`src/hw/mdsl_map.vh`:
```
`ifndef MDSL_MAP_VH
`define MDSL_MAP_VH

// ****************************************
// register byte offsets
// ****************************************
`define MDSL_OFF_CTRL     8'h00
`define MDSL_OFF_ADDR     8'h04
`define MDSL_OFF_STATUS   8'h08
`define MDSL_OFF_INTSTAT  8'h0C
`define MDSL_OFF_INTMASK  8'h10

// ****************************************
// control register bits (bits 0-1: write 1 = command; bit 2: stored listen level)
// ****************************************
`define MDSL_CTRL_RAISE   0
`define MDSL_CTRL_OFFLINE 1
`define MDSL_CTRL_LISTEN  2

// ****************************************
// status register bits
// ****************************************
`define MDSL_ST_DTR       0
`define MDSL_ST_RTS       1
`define MDSL_ST_DRV       2
`define MDSL_ST_STATE_LO  3
`define MDSL_ST_ONLINE    7

// ****************************************
// interrupt event bits
// ****************************************
`define MDSL_EV_SELECT    0
`define MDSL_EV_REINIT    1
`define MDSL_EV_DROP      2
`define MDSL_EV_W         3

// ****************************************
// reset values
// ****************************************
`define MDSL_RST_ADDR     8'h00
`define MDSL_RST_LISTEN   1'b1
`define MDSL_RST_MASK     3'h0

`endif

```
`src/hw/mdsl_line_ctrl.v`:
```
// Notes on behaviour
// - reset leaves DTR low, driver enabled
// - master DTR low reinitialises slave protocol
// - after reinit: offline, driver off, listening
// - only matching address brings slave on-line
// - compare received bytes against own address
// - own address decoded: drop DTR, enable driver
// - then assert RTS toward master
// - RTS looped back as own CTS
// - on-line sense readable at status bit 7
// - sense reads 1 on-line, 0 all off-line
//
// The implementer's own choices: register access over Wishbone and the register offsets.
`timescale 1ns/1ps
`include "mdsl_map.vh"

module mdsl_line_ctrl #(
    parameter ADDR_W = 8
) (
    // clock and reset
    input  wire              clock,
    input  wire              reset_n,
    // wishbone classic slave
    input  wire              wb_cyc_i,
    input  wire              wb_stb_i,
    input  wire              wb_we_i,
    input  wire [7:0]        wb_adr_i,
    input  wire [3:0]        wb_sel_i,
    input  wire [31:0]       wb_dat_i,
    output reg  [31:0]       wb_dat_o,
    output reg               wb_ack_o,
    // received characters from the serial receiver
    input  wire [ADDR_W-1:0] rxData,
    input  wire              rxValid,
    // line pins
    input  wire              masterDtrLine,
    input  wire              onlineSenseLine,
    output reg               dtrLine,
    output reg               lineDriverEn,
    output reg               requestSendLine,
    output reg               clearSendLine,
    // interrupt
    output reg               irq
);

    // ****************************************
    // state codes
    // ****************************************
    // powerup: driver enabled as after reset, waiting for software
    localparam [2:0] ST_POWERUP = 3'h0;
    // listen: off-line, driver off, receiver still hears the master
    localparam [2:0] ST_LISTEN  = 3'h1;
    // enable: driver switched on, RTS not yet raised
    localparam [2:0] ST_ENABLE  = 3'h2;
    // online: RTS up, transmitter cleared to send
    localparam [2:0] ST_ONLINE  = 3'h3;
    // drop: RTS withdrawn before the driver is released
    localparam [2:0] ST_DROP    = 3'h4;

    // ****************************************
    // declarations
    // ****************************************
    reg  [2:0]              state_q;     // line control state
    reg  [2:0]              state_d;     // next state
    reg  [ADDR_W-1:0]       ownAddr_q;   // this slave's unique address
    reg                     listen_q;    // address matching allowed
    reg  [`MDSL_EV_W-1:0]   intStat_q;   // sticky event bits
    reg  [`MDSL_EV_W-1:0]   intStat_d;   // next sticky bits
    reg  [`MDSL_EV_W-1:0]   intMask_q;   // interrupt enables
    reg  [`MDSL_EV_W-1:0]   events;      // this cycle's events
    reg  [31:0]             readData;    // decoded read value
    reg                     dtr_d;       // next DTR level
    reg                     rts_d;       // next RTS level
    reg                     dtrReinit_q; // delayed reinit level
    wire [1:0]              pinSync;     // synchronised pins
    wire                    reinitLvl;   // master holds its DTR low
    wire                    senseLvl;    // some slave is on-line
    wire                    access;      // new bus request this cycle
    wire                    wrLow;       // write hitting byte lane 0
    wire                    cmdRaise;    // software raises DTR
    wire                    cmdOffline;  // software leaves the line
    wire                    addrHit;     // own address received

    // ****************************************
    // pin synchronisers
    // ****************************************
    // both pins come from other boards, so two flops before use
    mdsl_sync #(
        .WIDTH   (2)
    ) u_pinSync (
        .clock   (clock),
        .reset_n (reset_n),
        .async_i ({onlineSenseLine, masterDtrLine}),
        .sync_o  (pinSync)
    );

    // master DTR low is seen here as data set ready
    assign reinitLvl = ~pinSync[0];
    // the sense line is the wired RTS of whichever slave is on-line
    assign senseLvl  = ~pinSync[1];

    // ****************************************
    // bus decode
    // ****************************************
    // one request per bus cycle: ack blocks a second take
    // writes land on the taking edge, the ack follows one cycle on,
    // so a master never sees an ack before its write has landed
    assign access     = wb_cyc_i & wb_stb_i & ~wb_ack_o;
    // all registers are narrow and live in byte lane 0
    assign wrLow      = access & wb_we_i & wb_sel_i[0];
    assign cmdRaise   = wrLow & (wb_adr_i == `MDSL_OFF_CTRL)
                        & wb_dat_i[`MDSL_CTRL_RAISE];
    assign cmdOffline = wrLow & (wb_adr_i == `MDSL_OFF_CTRL)
                        & wb_dat_i[`MDSL_CTRL_OFFLINE];

    // ****************************************
    // address match
    // ****************************************
    // compare against own address
    assign addrHit = rxValid & listen_q & (rxData == ownAddr_q);

    // ****************************************
    // next state
    // ****************************************
    // reinit outranks everything, so the master can always
    // pull every slave back to a known state
    always @* begin
        state_d = state_q;
        case (state_q)
            ST_POWERUP: begin
                // driver is on here: software must raise DTR soon
                if (cmdRaise) begin
                    state_d = ST_LISTEN;
                end
            end
            ST_LISTEN: begin
                if (addrHit) begin
                    state_d = ST_ENABLE;
                end
            end
            ST_ENABLE: begin
                state_d = ST_ONLINE;
            end
            ST_ONLINE: begin
                // leave the line on command
                if (cmdOffline | cmdRaise) begin
                    state_d = ST_DROP;
                end
            end
            ST_DROP: begin
                state_d = ST_LISTEN;
            end
            default: begin
                state_d = ST_LISTEN;
            end
        endcase
        if (reinitLvl) begin
            state_d = ST_LISTEN;
        end
    end

    // ****************************************
    // line levels from the next state
    // ****************************************
    // decoded from state_d so the pins are flops yet in step
    always @* begin
        case (state_d)
            ST_POWERUP: begin
                dtr_d = 1'b0;
                rts_d = 1'b0;
            end
            ST_LISTEN: begin
                // only the driver is off, the receive path stays live
                dtr_d = 1'b1;
                rts_d = 1'b0;
            end
            ST_ONLINE: begin
                dtr_d = 1'b0;
                rts_d = 1'b1;
            end
            default: begin
                // enable and drop: driver on, RTS low
                dtr_d = 1'b0;
                rts_d = 1'b0;
            end
        endcase
    end

    // ****************************************
    // state and line flops
    // ****************************************
    always @(posedge clock or negedge reset_n) begin
        if (!reset_n) begin
            state_q         <= ST_POWERUP;
            dtrLine         <= 1'b0;
            lineDriverEn    <= 1'b1;
            requestSendLine <= 1'b0;
            clearSendLine   <= 1'b0;
        end else begin
            state_q         <= state_d;
            dtrLine         <= dtr_d;
            lineDriverEn    <= ~dtr_d;
            // only raised when dtr_d is low, so a raised RTS
            // always has the driver behind it
            requestSendLine <= rts_d & ~dtr_d;
            clearSendLine   <= rts_d & ~dtr_d;
        end
    end

    // ****************************************
    // events
    // ****************************************
    // reinit is reported once, on the edge into the low level
    always @(posedge clock or negedge reset_n) begin
        if (!reset_n) begin
            dtrReinit_q <= 1'b0;
        end else begin
            dtrReinit_q <= reinitLvl;
        end
    end

    // one-cycle event pulses feeding the sticky bits
    // a reinit that cuts an on-line slave reports both bits
    always @* begin
        events                  = {`MDSL_EV_W{1'b0}};
        events[`MDSL_EV_SELECT] = (state_q == ST_ENABLE) &
                                  (state_d == ST_ONLINE);
        events[`MDSL_EV_REINIT] = reinitLvl & ~dtrReinit_q;
        events[`MDSL_EV_DROP]   = (state_q == ST_ONLINE) &
                                  (state_d != ST_ONLINE);
    end

    // write-one-to-clear; a new event wins over the clear
    always @* begin
        intStat_d = intStat_q;
        if (wrLow && (wb_adr_i == `MDSL_OFF_INTSTAT)) begin
            intStat_d = intStat_q & ~wb_dat_i[`MDSL_EV_W-1:0];
        end
        intStat_d = intStat_d | events;
    end

    // ****************************************
    // software registers
    // ****************************************
    always @(posedge clock or negedge reset_n) begin
        if (!reset_n) begin
            ownAddr_q <= `MDSL_RST_ADDR;
            listen_q  <= `MDSL_RST_LISTEN;
            intMask_q <= `MDSL_RST_MASK;
            intStat_q <= {`MDSL_EV_W{1'b0}};
            irq       <= 1'b0;
        end else begin
            intStat_q <= intStat_d;
            // level output, rises on the same edge as the sticky bit
            // because it is built from the next sticky value
            irq       <= |(intStat_d & intMask_q);
            if (wrLow) begin
                case (wb_adr_i)
                    `MDSL_OFF_CTRL: begin
                        // matching may be paused while software
                        // reprograms the address; every control
                        // write rewrites this bit, so software must
                        // set bit 2 with each command it issues
                        listen_q <= wb_dat_i[`MDSL_CTRL_LISTEN];
                    end
                    `MDSL_OFF_ADDR: begin
                        ownAddr_q <= wb_dat_i[ADDR_W-1:0];
                    end
                    `MDSL_OFF_INTMASK: begin
                        intMask_q <= wb_dat_i[`MDSL_EV_W-1:0];
                    end
                    default: begin
                        // status and unmapped: writes ignored
                    end
                endcase
            end
        end
    end

    // ****************************************
    // read decode
    // ****************************************
    // reserved bits and unmapped offsets read as zero
    always @* begin
        readData = 32'h00000000;
        case (wb_adr_i)
            `MDSL_OFF_CTRL: begin
                readData[`MDSL_CTRL_LISTEN] = listen_q;
            end
            `MDSL_OFF_ADDR: begin
                readData[ADDR_W-1:0] = ownAddr_q;
            end
            `MDSL_OFF_STATUS: begin
                readData[`MDSL_ST_DTR] = dtrLine;
                readData[`MDSL_ST_RTS] = requestSendLine;
                readData[`MDSL_ST_DRV] = lineDriverEn;
                readData[`MDSL_ST_STATE_LO+2:`MDSL_ST_STATE_LO] = state_q;
                readData[`MDSL_ST_ONLINE] = senseLvl;
            end
            `MDSL_OFF_INTSTAT: begin
                readData[`MDSL_EV_W-1:0] = intStat_q;
            end
            `MDSL_OFF_INTMASK: begin
                readData[`MDSL_EV_W-1:0] = intMask_q;
            end
            default: begin
                readData = 32'h00000000;
            end
        endcase
    end

    // ****************************************
    // bus answer
    // ****************************************
    // every request, mapped or not, is answered one cycle later
    always @(posedge clock or negedge reset_n) begin
        if (!reset_n) begin
            wb_ack_o <= 1'b0;
            wb_dat_o <= 32'h00000000;
        end else begin
            wb_ack_o <= access;
            // read data is captured on the taking edge and then held
            if (access && !wb_we_i) begin
                wb_dat_o <= readData;
            end
        end
    end

endmodule

```
`src/hw/mdsl_sync.v`:
```
`timescale 1ns/1ps

// ****************************************
// two-stage level synchroniser
// ****************************************
module mdsl_sync #(
    parameter WIDTH = 1
) (
    // clock and reset
    input  wire             clock,
    input  wire             reset_n,
    // asynchronous level in, synchronised level out
    input  wire [WIDTH-1:0] async_i,
    output reg  [WIDTH-1:0] sync_o
);

    // first stage, read only by the second stage
    reg [WIDTH-1:0] meta_q;

    // both stages reset to the idle-high line level
    always @(posedge clock or negedge reset_n) begin
        if (!reset_n) begin
            meta_q <= {WIDTH{1'b1}};
            sync_o <= {WIDTH{1'b1}};
        end else begin
            meta_q <= async_i;
            sync_o <= meta_q;
        end
    end

endmodule

```
`config.mk`:
```
export PLATFORM = sky130hd
export DESIGN_NAME = mdsl_line_ctrl
export DESIGN_NICKNAME = d
export VERILOG_FILES = /design/src/hw/mdsl_line_ctrl.v /design/src/hw/mdsl_sync.v
export VERILOG_INCLUDE_DIRS = /design/src /design/src/hw
export SDC_FILE = /design/constraint.sdc
export NUM_CORES = 1
export LEC_CHECK = 0
export ABC_AREA = 1
export BUFFER_PORTS_ARGS = -buffer_cell sky130_fd_sc_hd__buf_2
export CORE_MARGIN = 3
export CORE_UTILIZATION = 46
export DETAILED_ROUTE_END_ITERATION = 6
export GPL_ROUTABILITY_DRIVEN = 0
export PLACE_DENSITY = 0.77
export SLEW_MARGIN = 20
export SYNTH_ARGS = -nofsm -noshare
export SYNTH_HDL_FRONTEND = slang
export SYNTH_SLANG_ARGS = --single-unit
```
`constraint.sdc`:
```
create_clock -name clock -period 2 [get_ports clock]
set_input_delay 0.4 -clock clock [delete_from_list [all_inputs] [get_ports clock]]
set_output_delay 0.4 -clock clock [all_outputs]
set_load 0.05 [all_outputs]
```
==> results of run 1 <==
[registers in the layout (all words and copies together) (netlist names)]
register          count
intStat_q             3
lineDriverEn          1
u_pinSync.meta_q      2
dtrLine               1
dtrReinit_q           1
state_q               3
ownAddr_q             8
clearSendLine         1
intMask_q             3
wb_dat_o              8
irq                   1
wb_ack_o              1
listen_q              1
u_pinSync.sync_o      2
[worst reg2reg max path, stage by stage, from the launching register on]
cell,delay [ps]
dfstp_2,550
inv_1,50
nor2_2,90
nand2_1,60
nor2_2,140
nand3_2,110
a21oi_4,190
nand2_2,90
nand2_2,60
nand2_2,50
nand2_2,60
nand3_2,50
[through the flow]
stage	utilization, %	cells	total power [mW]	hold slack [ps]	cell area (µm²)
finish	56.5	345	1.60	138	2290
global placement	53.8	337	0.993	346	2180
global route	56.5	345	1.68	176	2290
floorplan	-	264	0.961	104	2060
CTS	56.5	345	1.63	139	2290
detailed placement	53.8	337	0.994	347	2180
[cells in the mapped netlist, drive strengths merged]
| master | number |
|---|---|
| nand2 | 70 |
| buf | 27 |
| xnor2 | 1 |
| conb | 1 |
| nand4 | 4 |
| dfstp | 6 |
| dfrtp | 30 |
| nor2 | 23 |
| inv | 36 |
| nor3b | 1 |
| nor3 | 3 |
| nand3 | 10 |
| o21ai | 12 |
| o311ai | 3 |
| a21oi | 10 |
| a31oi | 1 |
| o2111ai | 1 |
| a22o | 2 |
[cell usage in the layout, fill, tap and decap left out, types with 3 or more instances in the layout]
master	n
a21oi_1	8
buf_2	46
buf_4	4
clkbuf_8	5
conb_1	24
dfrtp_1	30
dfstp_2	6
inv_1	31
inv_2	5
nand2_1	61
nand2_2	9
nand3_1	8
nand4_1	3
nor2_1	16
nor2_2	4
nor2_4	3
o21ai_0	10
[final cells by class]
class	instances	share of cell area, %
clock buffers	6	3.17
flip-flops and latches	36	39.7
multi-input cells	165	35.7
inverters	36	5.90
clock inverters	2	1.53
repair buffers	50	11.4
well taps	50	2.73
[power by group through the flow]
| stage | Sequential [mW] | Combinational, mW | Clock (mW) |
|---|---|---|---|
| 6_report | 0.750 | 0.229 | 0.621 |
| 5_1_grt | 0.751 | 0.249 | 0.676 |
| 4_1_cts | 0.750 | 0.231 | 0.649 |
| 3_5_place_dp | 0.764 | 0.231 | 0 |
| 3_3_place_gp | 0.763 | 0.229 | 0 |
| 2_1_floorplan | 0.784 | 0.177 | 0 |
[worst min path at each step]
stage / startpoint / to
6_report: reset_n / dtrReinit_q$_DFF_PN0_
5_1_grt: reset_n / dtrReinit_q$_DFF_PN0_
4_1_cts: reset_n / intMask_q[0]$_DFFE_PN0P_
3_5_place_dp: u_pinSync.meta_q[0]$_DFF_PN1_ / u_pinSync.sync_o[0]$_DFF_PN1_
3_3_place_gp: u_pinSync.meta_q[1]$_DFF_PN1_ / u_pinSync.sync_o[1]$_DFF_PN1_
2_1_floorplan: reset_n / clearSendLine$_DFF_PN0_
[layer usage]
layer	vias to the layer above	wire length, µm	global-route usage, %
met5	-	0	0
met4	0	69	6.89
met3	8	314	5.47
met2	55	1780	26.5
met1	709	1730	22.3
li1	808	-	-
[cell families (layout without fill, tap and decap cells)]
kind of cell	Yosys count	in the layout	share of synthesized area (%)
xor gates and xnor gates	1	1	0.444
DFF	36	36	46.1
AOI/OAI and AO/OA	29	29	9.33
other	1	24	0.190
buffers and inverters	63	94	16.9
and+or+nand+nor	111	111	27.1
==> metrics.md, run 1 <==
| Metric | Value |
|---|---|
| Setup WS post-layout | 393 ps |
| First-pass GRT wire length | 6750 µm |
| Buffers on Ports | 46 |
| Vias in the first global route | 1525 |
| Largest net degree at the start of global routing | 37 |
| Worst Reg-to-Reg Cells | 11 |
| Worst skew pair latency | 290 ps |
| Die height | 71.5 µm |
| Initial Utilization | 48.6% |
| Number of fillers in the final layout | 383 |
| Flop pwr share | 46.9% |
| Crit path kind | reg -> reg |
| P&R area growth vs syn | 16.2% |
| WP data arrival | 1780 ps |
| RR Endpoint | irq$_DFF_PN0_ |
| Drt drc | 0 |
| Switching power | 0.440 mW |
| Reg2Reg Setup Slack | 390 ps |
| Final Critical Period | 1610 ps |
| Initial DRT Pass Iterations | 4 |
| # Post-CTS Setup Buffers | 0 |
| CP peak stage delay | 550 ps |
| #FFs+latches synth | 36 |
| Slew Limit Fails | 0 |
| Max Buffers Root-to-Sink | 2 |
| Post-placement setup slack | 299 ps |
| VDD IR max | 0.447 mV |
| CTS Sinks | 36 |
| CTS tree | built |
| Mean Syn Cell Area | 8.18 µm² |
| Switching Share | 27.5% |
| Area leader, netlist | dfrtp_1 |
| Max Clock Skew | 3.22 ps |
| Seq/Total Area, Yosys | 46.1% |
| RSZ-0062 raised after global routing | false |
| Combinational Power Share | 14.3% |
| Ant diodes | 0 |
| CP Capture Type | flip-flop |
| Most common cell on crit path | nand2_2 |
| Final net count | 354 |
| Area of the multi-input gates | 817 µm² |
| DR iter-0 viols | 81 |
| Worst setup path start | listen_q$_DFFE_PN1N_ |
| Hold Path Class | in -> async |
| Largest cells by area after synthesis | dfrtp_1 (38%), nand2_1 (12%), buf_4 (9.5%) |
| Final setup violation count | 0 |
| Pleak | 1.24 nW |
| Num ports | 98 |
| Max-cap violations | 0 |
| Tcrit/Tclk final | 80.3% |
| Initial antenna violation count | 0 |
| Share of the synthesized area in the top cell type | 38.1% |
| Cell area power density | 698 nW/µm² |
| Worst r2r src | listen_q$_DFFE_PN1N_ |
| Post_cts resized | 0 |
| Crit Path Max Fanout | 4 |
| Outcome | finished clean |
| Global Route Usage Sum | 17.1% |
| Wirelength per Cell | 11.3 µm |
| Avg Vias per Cell | 4.58 |
| F_max | 622 MHz |
| Register area | 908 µm² |
| DP HPWL | 3090 µm |
| CP cell instances | inv_1 > nor2_2 > nand2_1 > nor2_2 > nand3_2 > a21oi_4 > nand2_2 > nand2_2 > nand2_2 > nand2_2 > nand3_2 |
| Setup TNS | 0 ps |
| Setup crit start kind | flip-flop |
| H-Tree Level Count | 2 |
| GRT Residual Overflow | 0 |
| Clock transition at path regs | 70 ps |
| Final hold viol count | 0 |
| Cell depth of the worst setup path | 11 |
| Die ar. | 5110 µm² |
| Worst setup path endpoint | irq$_DFF_PN0_ |
| Row cnt | 23 |
| Share of layout cells above drive strength 1 | 30.8% |
| Synthesized area | 1970 µm² |
| DRT Wirelength | 3890 µm |
| Core area | 4060 µm² |
| CP bufs+invs | 1 |
| Die span in x | 71.5 µm |
| Slowest-stage cell, CP | dfstp_2 |
| CP delay by family, top | simple AND/OR/NAND/NOR gates |
| P_int | 1.16 mW |
| WP data required | 2180 ps |
| Clk root buf | clkbuf_8 |
| Hold_buf cts | 0 |
| Synth warn | 0 |
| Yosys cell types | 31 |
| Num CTS Buffers | 5 |
| Mapped Cells | 241 |
| Vias post-DR | 1580 |
| Part of the power in the clock network | 38.8% |
| Post-route ant nets | 0 |
Power figures use the tool's default switching activity.
==> inputs of run 2 (changes only) <==
Settings changed: ABC_AREA 1 to 0.
Clock period 2 ns to 1.6 ns, I/O delays scaled along.
==> metrics.md, run 2 <==
| Metric | Value |
|---|---|
| Post-placement setup slack | -534 ps (-833 ps) |
| Num CTS Buffers | 5 (unchanged) |
| First-pass GRT wire length | 7400 µm (+9.6%) |
| RSZ-0062 raised after global routing | true |
| DR iter-0 viols | 110 (+36%) |
| Ant diodes | 0 (unchanged) |
| Drt drc | 0 (unchanged) |
| Pleak | 1.27 nW (+2.1%) |
| Min Hold Slack | 124 ps (-13.4 ps) |
| Synth warn | 0 (unchanged) |
| WP data required | 1770 ps (-410 ps) |
| Outcome | finished with violations |
| P&R area growth vs syn | 29.5% |
| CTS tree | built |
| Setup crit start kind | input port |
| Cell area power density | 811 nW/µm² (+16%) |
| Share of layout cells above drive strength 1 | 44.8% (+14 points) |
| Worst r2r src | wb_ack_o$_DFF_PN0_ |
| GR Util met1 | 24.0% (+1.7 points) |
| Global Route Usage Sum | 18.7% (+1.6 points) |
| Final hold viol count | 0 (unchanged) |
| Global-route met3 utilization | 4.49% (-0.98 points) |
| CP bufs+invs | 1 (unchanged) |
| Final Cell Area | 2560 µm² (+12%) |
| Hold Path Class | in -> reg |
| Max Clock Skew | 3.81 ps (+0.594 ps) |
| Most common cell on crit path | or4_4 |
| Row cnt | 23 (unchanged) |
| Slowest-stage cell, CP | or4_4 |
| DRT Wirelength | 4770 µm (+22%) |
| Main flop type after synthesis | dfrtp_1 |
| Max Buffers Root-to-Sink | 2 (unchanged) |
| Post-route ant nets | 0 (unchanged) |
| Post-synth top cells | dfrtp_1 (30), buf_4 (25), nor2_1 (14) |
| Busiest grt layer | met2 |
| Mean Syn Cell Area | 10.7 µm² (+31%) |
| Crit path kind | in -> reg |
| Seq/Total Area, Yosys | 45.9% (-0.15 points) |
| Grt met2 use | 30.7% (+4.2 points) |
| #FFs+latches synth | 36 (unchanged) |
| Setup TNS | -2520 ps (-2520 ps) |
| Area leader, netlist | dfrtp_1 |
| F_max | 546 MHz |
| Setup WS post-layout | -232 ps (-625 ps) |
| Total power | 2.08 mW (+30%) |
| Hold path depth | 1 |
| Tcrit/Tclk final | 114% |
| Yosys cell types | 44 (+42%) |
| Vias post-DR | 1644 (+4.1%) |
| Worst skew pair latency | 290 ps (about the same) |
| RR Endpoint | ownAddr_q[6]$_DFFE_PN0P_ |
| Die span in x | 71.6 µm (+0.14%) |
| CTS Sinks | 36 (unchanged) |
| Slew Limit Fails | 0 (unchanged) |
| Avg Vias per Cell | 5.29 (+15%) |
| Worst Reg-to-Reg Cells | 4 (-7) |
| Final setup violation count | 19 (+19) |
| Hold EP | u_pinSync.meta_q[1]$_DFF_PN1_ |
| Initial DRT Pass Iterations | 4 (unchanged) |
| GRT Residual Overflow | 0 (unchanged) |
| Clk root buf | clkbuf_8 |
| Largest regs | ownAddr_q x8, wb_dat_o x8 |
| Largest net degree at the start of global routing | 21 (-43%) |
| Buffers on Ports | 46 (unchanged) |
| Final Util | 62.7% (+6.2 points) |
| Most common cell after layout, fill and taps aside | buf_2 |
| CP peak stage delay | 560 ps (about the same) |
| Core area | 4090 µm² (+0.71%) |
| Die ar. | 5120 µm² (+0.28%) |
| Area after DPL | 2340 µm² (+7.0%) |
| Crit Path Max Fanout | 8 (+4) |
| Share of the synthesized area in the top cell type | 38.0% (-0.12 points) |
| CP delay by family, top | simple AND/OR/NAND/NOR gates |
| DP HPWL | 3560 µm (+15%) |
| Max-cap violations | 0 (unchanged) |
| Reg2Reg Setup Slack | -210 ps (-600 ps) |
| Die height | 71.6 µm (+0.14%) |
| EDFF count, synth | 0 (unchanged) |
| Vias in the first global route | 1563 (+2.5%) |
| Final net count | 320 (-9.6%) |
| Asr flop ratio synth | 100% (unchanged) |
| H-Tree Level Count | 2 (unchanged) |
| Top-count cell post-synth | dfrtp_1 |
| # placed instances | 299 (-11%) |
| CP Capture Type | flip-flop |
| Most frequent cells in the layout | buf_2 (45), dfrtp_1 (29), conb_1 (24), buf_4 (23), nor2_1 (12) |
| CP cell instances | buf_6 > or4_4 > or4_4 > nor2_8 > mux2_4 |
| Finished Layout Cells | 311 (-9.9%) |
| Min-delay src | onlineSenseLine |
| Synthesized area | 1980 µm² (+0.32%) |
| Final Critical Period | 1830 ps |
| Initial Utilization | 48.4% (-0.19 points) |
| Wirelength per Cell | 15.3 µm (+36%) |
| Mapped Cells | 185 (-23%) |
| Failing checks | negative setup slack |
| Num ports | 98 (unchanged) |
| Initial antenna violation count | 0 (unchanged) |
| WP data arrival | 2000 ps (+220 ps) |
| Clock transition at path regs | 70 ps (about the same) |
| Largest cells by area after synthesis | dfrtp_1 (38%), buf_4 (9.5%), dfstp_2 (8.0%) |
| VDD IR max | 0.381 mV (-15%) |
==> run 2: layer usage <==
metal	vias up	share of wire, %	wire [µm]
met4	0	2.3	110
met5	-	0	0
li1	758	-	-
met1	804	41	1950
met2	69	50	2400
met3	13	6.5	312
==> run 2: cells by family after synthesis <==
family	synth area share (%)
simple gates	17.8
flops	45.9
compound gates	11.3
buf+inv	11.2
mux	9.99
xor+xnor	3.54
other cells	0.190
==> run 2: cell type report <==
type                       count  area (µm²)
clock buffer                   8        90.1
fill                         348        1520
inverter                       4        15.0
multi-input combinational    140        1020
sequential                    36         910
tap                           50        62.6
timing repair buffer          73         462
==> run 2: worst max path at each step <==
stage / slack [ps] / depth (start not counted) / startpoint / endpoint
finish: -230 / 5 / wb_adr_i[7] / ownAddr_q[6]$_DFFE_PN0P_
global route: -290 / 5 / wb_ack_o$_DFF_PN0_ / irq$_DFF_PN0_
CTS: -240 / 5 / wb_adr_i[7] / ownAddr_q[5]$_DFFE_PN0P_
detailed placement: -530 / 5 / wb_adr_i[7] / ownAddr_q[5]$_DFFE_PN0P_
global placement: -520 / 5 / wb_adr_i[7] / ownAddr_q[7]$_DFFE_PN0P_
floorplan: -470 / 5 / wb_adr_i[7] / ownAddr_q[0]$_DFFE_PN0P_
==> run 2: repair_timing <==
item,4_1_cts,5_1_grt
endpoints found under the setup margin,17,28
buffers inserted,5,1
endpoints found under the hold margin,13,0
cloned,0,0
resized for setup,12,13
hold buffers,1,0
pin swaps,4,11
==> run 2: where the power goes <==
| group | total [mW] | switching (mW) | internal [mW] |
|---|---|---|---|
| Sequential | 0.967 | 0.0179 | 0.949 |
| Clock | 0.657 | 0.306 | 0.351 |
| Combinational | 0.455 | 0.333 | 0.121 |
| Total | 2.08 | 0.657 | 1.42 |
